--- src/rpo_pkg.sv ---
package rpo_pkg;

   // ----------------------------------------------------------------
   // Timing
   // ----------------------------------------------------------------
   localparam int CLK_PERIOD_NS = 25;
   localparam int OUT_HALF_NS = 50;
   localparam int OUT_HALF_CYC = (OUT_HALF_NS + CLK_PERIOD_NS - 1) / CLK_PERIOD_NS;
   localparam int FIFO_DEPTH = 32;

   // ----------------------------------------------------------------
   // Register map (byte addresses)
   // ----------------------------------------------------------------
   localparam logic [3:0] ADR_CTRL = 4'h0;
   localparam logic [3:0] ADR_STATUS = 4'h4;
   localparam int CTRL_LAUNCH_EN = 0;
   localparam int CTRL_CLR_OVF = 1;
   localparam logic [1:0] CTRL_RST = 2'h1;
   localparam int ST_COUNT_LSB = 0;
   localparam int ST_OVF = 8;
   localparam int ST_CHIP_AWAKE = 9;
   localparam int ST_DRV_AWAKE = 10;
   localparam int ST_TWO_PIX = 11;
   localparam int ST_HOLD = 12;

   // ----------------------------------------------------------------
   // Carriers
   // ----------------------------------------------------------------
   typedef struct packed {
      logic [1:0] ctl;
      logic vsync;
      logic hsync;
      logic de;
      logic [7:0] red;
      logic [7:0] green;
      logic [7:0] blue;
   } rpo_pix_t;

   localparam rpo_pix_t PIX_ZERO = '0;

   typedef struct packed {
      logic chipSleepN;
      logic drvSleepN;
      logic widthSel;
      logic edgeSel;
      logic syncDet;
      logic pixClk;
      rpo_pix_t pix;
   } rpo_pins_t;

   // Sleep pins rest at the normal-operation level, like their pull-ups.
   localparam rpo_pins_t PINS_RST = '{chipSleepN: 1'b1, drvSleepN: 1'b1, widthSel: 1'b0,
      edgeSel: 1'b0, syncDet: 1'b0, pixClk: 1'b0, pix: '0};

   typedef enum logic [2:0] {
      OS_IDLE = 3'b001,
      OS_LAUNCH = 3'b010,
      OS_CAPTURE = 3'b100
   } rpo_ostate_t;

endpackage : rpo_pkg

--- src/rpo_pixel_out.sv ---
// The register addresses and the Wishbone interface to the registers are this design's own decisions.
`timescale 1ns/1ps
`default_nettype none

module rpo_fifo #(
   parameter int WIDTH = 8,
   parameter int DEPTH = 32
) (
   // Clock and reset
   input wire logic clk,
   input wire logic sys_rst,
   input wire logic flush,
   // Fill side
   input wire logic inVld,
   output logic inRdy,
   input wire logic [WIDTH-1:0] inData,
   // Drain side
   output logic outVld,
   input wire logic outRdy,
   output logic [WIDTH-1:0] outData,
   output logic [$clog2(DEPTH):0] count
);
   localparam int AW = $clog2(DEPTH);
   logic [WIDTH-1:0] mem [DEPTH];
   logic [AW:0] wrPtr_q, wrPtr_d, rdPtr_q, rdPtr_d;
   logic push, pop;

   assign count = wrPtr_q - rdPtr_q;
   assign inRdy = (count != (AW + 1)'(DEPTH)) && !flush;
   assign outVld = (count != '0) && !flush;
   assign outData = mem[rdPtr_q[AW-1:0]];
   assign push = inVld && inRdy;
   assign pop = outVld && outRdy;

   always_comb begin
      wrPtr_d = wrPtr_q;
      rdPtr_d = rdPtr_q;
      if (flush) begin
         wrPtr_d = '0;
         rdPtr_d = '0;
      end else begin
         if (push) begin
            wrPtr_d = wrPtr_q + 1'b1;
         end
         if (pop) begin
            rdPtr_d = rdPtr_q + 1'b1;
         end
      end
   end

   always_ff @(posedge clk or posedge sys_rst) begin
      if (sys_rst) begin
         wrPtr_q <= '0;
         rdPtr_q <= '0;
      end else begin
         wrPtr_q <= wrPtr_d;
         rdPtr_q <= rdPtr_d;
      end
   end

   // Storage has no reset so it maps onto plain RAM.
   always_ff @(posedge clk) begin
      if (push) begin
         mem[wrPtr_q[AW-1:0]] <= inData;
      end
   end
endmodule : rpo_fifo

module rpo_pixel_out
   import rpo_pkg::*;
#(
   parameter int HALF_CYC = OUT_HALF_CYC,
   parameter int DEPTH = FIFO_DEPTH
) (
   // Clock and reset
   input wire logic clk,
   input wire logic sys_rst,
   // Wishbone slave
   input wire logic wb_cyc_i,
   input wire logic wb_stb_i,
   input wire logic wb_we_i,
   input wire logic [3:0] wb_adr_i,
   input wire logic [3:0] wb_sel_i,
   input wire logic [31:0] wb_dat_i,
   output logic [31:0] wb_dat_o,
   output logic wb_ack_o,
   // Decoded pixel stream on the recovered pixel clock
   input wire logic pixClkIn,
   input wire rpo_pix_t pixIn,
   input wire logic syncDetIn,
   output logic pixInReady,
   // Configuration pins
   input wire logic chip_sleep_n,
   input wire logic driver_sleep_n,
   input wire logic pixel_width_select,
   input wire logic clock_edge_select,
   // Panel outputs
   output logic pixel_out_clock,
   output logic [23:0] even_pixel_bus,
   output logic [23:0] odd_pixel_bus,
   output logic active_video_flag,
   output logic hsyncOut,
   output logic vsyncOut,
   output logic [1:0] user_control_out,
   output logic sync_detect_out,
   output logic busOe,
   output logic keepOe
);
   // ----------------------------------------------------------------
   // Pin synchronisers
   // ----------------------------------------------------------------
   rpo_pins_t pinRaw, pinMeta_q, pinSync_q;
   logic linkClkOld_q;

   assign pinRaw = '{chipSleepN: chip_sleep_n, drvSleepN: driver_sleep_n,
      widthSel: pixel_width_select, edgeSel: clock_edge_select,
      syncDet: syncDetIn, pixClk: pixClkIn, pix: pixIn};

   always_ff @(posedge clk or posedge sys_rst) begin
      if (sys_rst) begin
         pinMeta_q <= PINS_RST;
         pinSync_q <= PINS_RST;
         linkClkOld_q <= 1'b0;
      end else begin
         pinMeta_q <= pinRaw;
         pinSync_q <= pinMeta_q;
         linkClkOld_q <= pinSync_q.pixClk;
      end
   end

   logic chipAwake, drvAwake, twoPix, edgeSel, linkRise;
   assign chipAwake = pinSync_q.chipSleepN;
   assign drvAwake = pinSync_q.drvSleepN;
   assign twoPix = pinSync_q.widthSel;
   assign edgeSel = pinSync_q.edgeSel;
   assign linkRise = chipAwake && pinSync_q.pixClk && !linkClkOld_q;

   // ----------------------------------------------------------------
   // Buffer
   // ----------------------------------------------------------------
   // The link cannot be paused here, so a refused word is counted as overflow.
   logic fifoRdy, fifoVld, pop;
   rpo_pix_t fifoWord;
   logic [$clog2(DEPTH):0] fifoCount;

   rpo_fifo #(.WIDTH($bits(rpo_pix_t)), .DEPTH(DEPTH)) buffer (
      .clk(clk),
      .sys_rst(sys_rst),
      .flush(!chipAwake),
      .inVld(linkRise),
      .inRdy(fifoRdy),
      .inData(pinSync_q.pix),
      .outVld(fifoVld),
      .outRdy(pop),
      .outData(fifoWord),
      .count(fifoCount)
   );
   assign pixInReady = fifoRdy;

   // ----------------------------------------------------------------
   // Register file
   // ----------------------------------------------------------------
   logic [1:0] ctrl_q, ctrl_d;
   logic ovf_q, ovf_d, ack_q, ack_d, holdVld_q;
   logic [31:0] rdat_q, rdat_d;
   logic wbReq;

   assign wbReq = wb_cyc_i && wb_stb_i && !ack_q;
   assign wb_ack_o = ack_q;
   assign wb_dat_o = rdat_q;

   always_comb begin
      ctrl_d = ctrl_q;
      ovf_d = ovf_q;
      rdat_d = '0;
      ack_d = wbReq;
      if (wbReq && wb_we_i && wb_adr_i == ADR_CTRL && wb_sel_i[0]) begin
         ctrl_d = wb_dat_i[1:0];
         ctrl_d[CTRL_CLR_OVF] = 1'b0;
         if (wb_dat_i[CTRL_CLR_OVF]) begin
            ovf_d = 1'b0;
         end
      end
      // Set wins over a clear in the same cycle.
      if (linkRise && !fifoRdy) begin
         ovf_d = 1'b1;
      end
      if (wbReq && !wb_we_i) begin
         if (wb_adr_i == ADR_CTRL) begin
            rdat_d[1:0] = ctrl_q;
         end else if (wb_adr_i == ADR_STATUS) begin
            rdat_d[ST_COUNT_LSB +: $bits(fifoCount)] = fifoCount;
            rdat_d[ST_OVF] = ovf_q;
            rdat_d[ST_CHIP_AWAKE] = chipAwake;
            rdat_d[ST_DRV_AWAKE] = drvAwake;
            rdat_d[ST_TWO_PIX] = twoPix;
            rdat_d[ST_HOLD] = holdVld_q;
         end
      end
   end

   always_ff @(posedge clk or posedge sys_rst) begin
      if (sys_rst) begin
         ctrl_q <= CTRL_RST;
         ovf_q <= 1'b0;
         ack_q <= 1'b0;
         rdat_q <= '0;
      end else begin
         ctrl_q <= ctrl_d;
         ovf_q <= ovf_d;
         ack_q <= ack_d;
         rdat_q <= rdat_d;
      end
   end

   // ----------------------------------------------------------------
   // Output sequencer
   // ----------------------------------------------------------------
   rpo_ostate_t st_q, st_d;
   logic [15:0] cnt_q, cnt_d;
   logic oclk_q, oclk_d, holdVld_d, launch;
   rpo_pix_t hold_q, hold_d, even_q, even_d, odd_q, odd_d;
   logic sdet_q, sdet_d, busOe_q, busOe_d, keepOe_q, keepOe_d;

   always_comb begin
      st_d = st_q;
      cnt_d = cnt_q;
      oclk_d = oclk_q;
      hold_d = hold_q;
      holdVld_d = holdVld_q;
      even_d = even_q;
      odd_d = odd_q;
      pop = 1'b0;
      launch = 1'b0;
      keepOe_d = chipAwake;
      busOe_d = chipAwake && drvAwake;
      sdet_d = chipAwake && pinSync_q.syncDet;
      unique case (st_q)
         OS_IDLE: begin
            oclk_d = !edgeSel;
            if (ctrl_q[CTRL_LAUNCH_EN]) begin
               if (holdVld_q) begin
                  if (twoPix && fifoVld && fifoWord.de) begin
                     pop = 1'b1;
                     even_d = hold_q;
                     odd_d = fifoWord;
                     launch = 1'b1;
                  end else if (!twoPix || fifoVld) begin
                     // A lone trailing even pixel leaves with the odd bus low.
                     even_d = hold_q;
                     odd_d = PIX_ZERO;
                     launch = 1'b1;
                  end
                  holdVld_d = !launch;
               end else if (fifoVld) begin
                  pop = 1'b1;
                  if (twoPix && fifoWord.de) begin
                     hold_d = fifoWord;
                     holdVld_d = 1'b1;
                  end else begin
                     even_d = fifoWord;
                     odd_d = PIX_ZERO;
                     launch = 1'b1;
                  end
               end
            end
            if (launch) begin
               st_d = OS_LAUNCH;
               cnt_d = 16'(HALF_CYC - 1);
            end
         end
         OS_LAUNCH: begin
            if (cnt_q == '0) begin
               oclk_d = edgeSel;
               st_d = OS_CAPTURE;
               cnt_d = 16'(HALF_CYC - 1);
            end else begin
               cnt_d = cnt_q - 1'b1;
            end
         end
         OS_CAPTURE: begin
            if (cnt_q == '0) begin
               oclk_d = !edgeSel;
               st_d = OS_IDLE;
            end else begin
               cnt_d = cnt_q - 1'b1;
            end
         end
         default: begin
            st_d = OS_IDLE;
         end
      endcase
      if (!chipAwake) begin
         st_d = OS_IDLE;
         holdVld_d = 1'b0;
         even_d = PIX_ZERO;
         odd_d = PIX_ZERO;
         oclk_d = !edgeSel;
         pop = 1'b0;
      end
   end

   always_ff @(posedge clk or posedge sys_rst) begin
      if (sys_rst) begin
         st_q <= OS_IDLE;
         cnt_q <= '0;
         oclk_q <= 1'b1;
         hold_q <= PIX_ZERO;
         holdVld_q <= 1'b0;
         even_q <= PIX_ZERO;
         odd_q <= PIX_ZERO;
         sdet_q <= 1'b0;
         busOe_q <= 1'b0;
         keepOe_q <= 1'b0;
      end else begin
         st_q <= st_d;
         cnt_q <= cnt_d;
         oclk_q <= oclk_d;
         hold_q <= hold_d;
         holdVld_q <= holdVld_d;
         even_q <= even_d;
         odd_q <= odd_d;
         sdet_q <= sdet_d;
         busOe_q <= busOe_d;
         keepOe_q <= keepOe_d;
      end
   end

   // ----------------------------------------------------------------
   // Pin mapping
   // ----------------------------------------------------------------
   // launched with clock
   assign pixel_out_clock = oclk_q;
   assign even_pixel_bus[7:0] = even_q.blue;
   assign even_pixel_bus[15:8] = even_q.green;
   assign even_pixel_bus[23:16] = even_q.red;
   assign odd_pixel_bus = {odd_q.red, odd_q.green, odd_q.blue};
   assign active_video_flag = even_q.de;
   assign hsyncOut = even_q.hsync;
   assign vsyncOut = even_q.vsync;
   assign user_control_out = even_q.ctl;
   assign sync_detect_out = sdet_q;
   assign busOe = busOe_q;
   assign keepOe = keepOe_q;
endmodule : rpo_pixel_out

`default_nettype wire

--- config.mk ---
export PLATFORM = sky130hd
export DESIGN_NAME = rpo_pixel_out
export DESIGN_NICKNAME = d
export VERILOG_FILES = /design/src/rpo_pkg.sv /design/src/rpo_pixel_out.sv
export SDC_FILE = /design/constraint.sdc
export NUM_CORES = 1
export LEC_CHECK = 0
export ABC_AREA = 1
export BUFFER_PORTS_ARGS = -buffer_cell sky130_fd_sc_hd__buf_2
export CORE_MARGIN = 8
export CORE_UTILIZATION = 35
export CTS_CLUSTER_DIAMETER = 30
export DETAILED_ROUTE_END_ITERATION = 10
export SYNTH_ARGS = -nofsm -noshare
export SYNTH_HDL_FRONTEND = slang
export SYNTH_HIERARCHICAL = 1
export SYNTH_SLANG_ARGS = --single-unit
export TNS_END_PERCENT = 100
--- constraint.sdc ---
create_clock -name clk -period 17.45 [get_ports clk]
set_clock_uncertainty 0.2 [all_clocks]
set_input_delay 0.8725 -clock clk [delete_from_list [all_inputs] [get_ports clk]]
set_output_delay 0.8725 -clock clk [all_outputs]
set_load 0.01 [all_outputs]
# Yosys cells after proc, flatten, opt, wreduce, memory -nomap -nowiden
# Memory sizes are Yosys's and may differ from the RTL's.
# Index checks and enable logic that the tools add are counted.
[totals]
ff_bits = 203
mem_bits_rw = 928
in_bits = 80
output_inout_bits = 91
elab_cells = 187
mem_count = 1
[op_classes]
addsub = 4
eq_ne = 18
muxes = 67
bitwise = 1
reduce_logical = 39
[memory_table]
columns = ["memory", "depth", "word_bits", "read_ports", "rd_clocked_by_memory_dff", "wr", "line_no", "rtl"]
rows = [
  ["buffer.mem", 32, 29, 1, 0, 1, "rpo_pixel_out.sv:24", "logic [WIDTH-1:0] mem [DEPTH];"],
]
[op_table]
columns = ["cell", "count"]
rows = [
  ["2-to-1 mux 29 bit", 8],
  ["2-to-1 mux 24 bit", 8],
  ["2-to-1 mux 16 bit", 3],
  ["case mux 16 bit (3 select lines)", 1],
  ["2-to-1 mux 6 bit", 6],
  ["2-to-1 mux 1 bit", 30],
  ["logical AND 1 bit", 18],
  ["zero test 16 bit", 1],
  ["subtractor 16 x 1 -> 16 bit (second input constant)", 1],
  ["2-to-1 mux 5 bit", 3],
  ["adder 6 x 1 -> 6 bit (second input constant)", 2],
  ["2-to-1 mux 3 bit", 4],
  ["inequality test 3 bit (second input constant)", 4],
  ["AND reduction 5 bit", 2],
  ["case mux 3 bit (3 select lines)", 1],
  ["AND reduction 3 bit", 3],
  ["inequality test 2 x 1 -> 1 bit (second input constant)", 4],
  ["zero test 1 bit", 7],
  ["inequality test 6 bit (second input constant)", 1],
  ["nonzero test 6 bit", 1],
  ["subtractor 6 bit", 1],
  ["== test 4 x 3 -> 1 bit (second input constant)", 1],
  ["zero test 4 bit", 1],
  ["2-to-1 mux 4 bit", 1],
  ["14 further kinds", 17],
]

# Depth between registers and ports, before layout
[depth]
depth_word = 15
mapped_depth = 22
mapped_depth_nobuf = 21

# Hierarchy
# The synthesis kept the hierarchy.
[modules_own_cells]
columns = ["module", "instances", "cells_per_inst", "area_each_um2", "seq_area_each_um2"]
rows = [
  ["rpo_fifo", 1, 3127, 38236.7, 28167.0],
  ["rpo_pixel_out", 1, 767, 7641.1, 4788.3],
]

# Worst setup path before layout
# OpenSTA, ideal clock, no wires.
[synth_timing]
kind = "reg-to-reg"
from = "register buffer.rdPtr_q[2]"
to = "memory buffer/mem[27][0] in the netlist's numbering (enable)"
setup_time_ps = 451
arrival_ps = 4154
required_time_ps = 16799
setup_slack_ps = 12645
path_stages_with_launch = 16
path_buffers = 4
synth_period_minus_slack_ps = 4805
path_cell_list = "dfrtp_1 -> inv_1 -> clkbuf_1 -> clkbuf_1 -> ha_1 -> nand2_1 -> nand2_1 -> nand2_1 -> nand3_1 -> nand2_1 -> nand2_2 -> nand2_2 -> nand3_2 -> buf_6 -> buf_6 -> nor3_1"
[synth_between]
elab_chain_cells = 6
[synth_rtl]
columns = ["item", "line_no", "rtl"]
rows = [
  ["start, declared", "rpo_pixel_out.sv:25", "logic [AW:0] wrPtr_q, wrPtr_d, rdPtr_q, rdPtr_d;"],
  ["start signal, assigned", "rpo_pixel_out.sv:57", "rdPtr_q <= rdPtr_d;"],
  ["subtractor 6 bit", "rpo_pixel_out.sv:28", "assign count = wrPtr_q - rdPtr_q;"],
  ["net fifoCount[5]", "rpo_pixel_out.sv:144", "logic [$clog2(DEPTH):0] fifoCount;"],
  ["inequality test 6 bit", "rpo_pixel_out.sv:29", "assign inRdy = (count != (AW + 1)'(DEPTH)) && !flush;"],
  ["logical AND 1 bit", "rpo_pixel_out.sv:29", ""],
  ["logical AND 1 bit", "rpo_pixel_out.sv:32", "assign push = inVld && inRdy;"],
  ["2-to-1 mux 1 bit", "rpo_pixel_out.sv:63", "if (push) begin"],
  ["2-to-1 mux 1 bit (not written as such)", "rpo_pixel_out.sv:64", "mem[wrPtr_q[AW-1:0]] <= inData;"],
  ["end, declared", "rpo_pixel_out.sv:24", ""],
]
# The timed path passes the listed nets, and every way through them passes these cells.

==> results.cfg <==
[layout]
drive_above_1_share_pct = 14.50
final_cell_area_um2 = 55300
final_cell_mix = nand2_1 (960), edfxtp_1 (928), nor2_1 (356), nand3_1 (324), o21ai_0 (258)
mostFrequentLayoutCell = nand2_1
nNetsFinal = 4177
area_delta_synth_final_pct = 20.54
final_util_pct = 42.28
final_cells = 6011

[critical_path]
cpPeakStageDelay_ps = 690
path_common_cell = nand2_1
slowest_stage = buf_4
cp-start-kind = register
path_cells = buf_4 > buf_4 > buf_12 > buf_4 > nand2_1 > nand3_1 > nand2_1 > a21oi_1 > o31ai_1 > nand2_1 > nand2_1 > nand2_1 > inv_1 > nand2_1 > o21ai_0 > o21ai_0
critPathMaxFanout = 168
critical_path_class = reg -> reg
worstPathArrival_ps = 5670
critical_path.endpoint_type = register
required_ps = 17920

[synth]
synth_top_cells_by_area = edfxtp_1 (61%), dfrtp_1 (11%), nand2_1 (7.9%), nand3_1 (3.5%), nor2_1 (2.9%)
ys_seq_area_share_pct = 71.83
ys_ff_latch = 1131
synth_top_area_share_pct = 60.74
synth_top_area_cell = edfxtp_1
synth_area_um2 = 45880
syn_area_per_cell_um2 = 11.78
ys.warnings.count = 6
synth-edff-count = 928
synth_cell_type_count = 44
synthArstFlopShare_pct = 17.95
post_synth_inst_count = 3894
synthFlopType = edfxtp_1

[sta]
grt_setup_unrepaired = no
setup_viol = 0
maxSlewViolCount = 0
hold_viol = 0
fmax_ghz = 0.1922
final.setup.tns_ps = 0
hold-worst-slack_ps = 27.06
period_needed_ps = 5203
max_slew_margin_pct = 15.37
period_share_pct = 29.82
setup_ws_ps = 12250
worst_slew_pin_slew_ps = 1269

[detailed_routing]
drc = 0
detail_route.wl_per_cell_um = 20.74
drt-initial-drc-count = 3124
wl_um = 124700
num_vias = 30660
via_per_inst = 5.100
dr.pass1.iters = 5
drtAntennaViolNets = 0

[pwr]
p_clk_share_pct = 52.0
vdd_drop_max_mv = 0.1110
p_sw_share_pct = 24.16
power_frac_comb_pct = 6.5
sequentialPowerShare_pct = 41.5
switching_power_mw = 1.793
power_leakage_nw = 21.15
finalPower_mw = 7.421
cellPowerDensity_nw_per_um2 = 134.2
intPower_mw = 5.628

[place]
hpwlAfterDp_um = 65330
post-place-ws_ps = 12270
post-place-cells = 5604
gp_congestion = 0.7862
place_area_um2 = 48150
port-buffer-count = 116

[grt]
grt_max_degree = 191
grt_first_pass_wirelength_um = 187500
grt_pass1_vias = 29990
track_usage_pct = 17.17
antenna_found_initial = 4
overflow = 0

[cts]
clkSinkCount = 1131
max-clock-path-buffers = 3
cts_buffers = 198
cts.htree.levels = 4
root_buffer = clkbuf_16
path_clk_slew_ps = 50
cts_tree = built
post_cts_resized = 0
clock_latency_ps = 800

[floorplan]
die_w_um = 378.1
fp.dieH_um = 378.1
die_area_um2 = 142900
rows = 133
start_util_pct = 35.08
placeableCoreArea_um2 = 130800
ioPinCount = 171

[worst_hold_path]
min_path_type = in -> reg

[flow_run]
maxCapViolations = 0

[status]
status = completed
worst paths after layout:
kind	startpoint	to	slack, ps	cells after the start
min in group asynchronous	sys_rst	buffer/wrPtr_q[4]	550	3
min	pixIn[28]	pinMeta_q[28]	30	1
max in group asynchronous	sys_rst	pinMeta_q[13]	14800	4
max reg2reg	buffer/rdPtr_q[0]	even_pixel_bus[13]	12250	16
min reg2reg	pinMeta_q[28]	pinSync_q[28]	140	0
max	buffer/rdPtr_q[0]	even_pixel_bus[13]	12250	16
synthesized netlist by cell type (2+ instances only):
cell      instances
nand2_1         960
edfxtp_1        928
nor2_1          356
nand3_1         324
o21ai_0         258
dfrtp_1         196
a21oi_1         182
clkbuf_1        100
o31ai_1          88
inv_1            87
buf_2            72
o21ai_1          48
buf_4            43
nor3_1           36
o211ai_1         30
o221ai_1         29
buf_6            23
o21ai_2          20
buf_1            18
ha_1             12
xor2_1           11
nand4_1          10
nor3b_1           8
dfstp_2           7
clkinv_1          6
nand3_2           6
a31oi_1           4
clkbuf_2          4
inv_2             4
nand2_2           4
nor2_2            4
o21bai_1          3
inv_4             2
area by class of cell:
type	instances	area [µm²]
repair buffers	231	1569
clock buffers	236	5335
well taps	1755	2196
inverters	99	404.1
flip-flops and latches	1131	32970
multi-input cells	2423	11360
clock inverters	135	1458
fillers	12060	75500
diodes	1	2.502
cells by family (layout without fill, tap and decap cells):
kind of cell	Yosys count	in the layout	synth area share, %
AND/OR/NAND/NOR	1713	1713	15.31
flip-flops	1131	1131	71.83
AO/OA/AOI/OAI	664	664	8.329
buffers and inverters	360	701	3.916
adder cells (fa/ha/maj)	13	13	0.3709
XOR/XNOR	12	12	0.2291
other	1	22	0.008174
registers in the layout, summed over array words and instances (netlist names), 2 cells and up:
signal            flops
st_q                  3
pinSync_q            31
even_pixel_bus       24
buffer/mem          928
cnt_q                16
wb_dat_o             11
buffer/wrPtr_q        6
user_control_out      2
hold_q               29
odd_pixel_bus        24
pinMeta_q            35
buffer/rdPtr_q        6
worst max-delay path: cells and delay by family (launching register included):
family,cells,cell delay (ps)
buf+inv,5,2700
compound gates,4,500
simple gates,7,950
flops,1,500
power by group through the flow:
stage | registers, mW | clock network (mW) | logic (mW)
finish | 3.08 | 3.86 | 0.484
global route | 3.09 | 4.01 | 0.561
CTS | 3.08 | 3.89 | 0.486
detailed placement | 3.13 | 0 | 0.476
global placement | 3.12 | 0 | 0.471
floorplan | 3.10 | 0 | 0.379
what timing repair did:
item	in CTS	in global routing
endpoints found under the hold margin	46	0
buffers inserted	0	0
hold buffers	35	0
per-layer routing:
metal  vias to the layer above  GRT usage [%]  part of all wire [%]  wire length, µm
met1                     15300          23.46                    43            54210
li1                      14150              -                     -                -
met2                      1013          27.45                    47            58470
met5                         -              0                     0                0
met3                       201          2.989                   6.5             8163
met4                         0          6.493                   3.1             3811
Power figures use the tool's default switching activity.
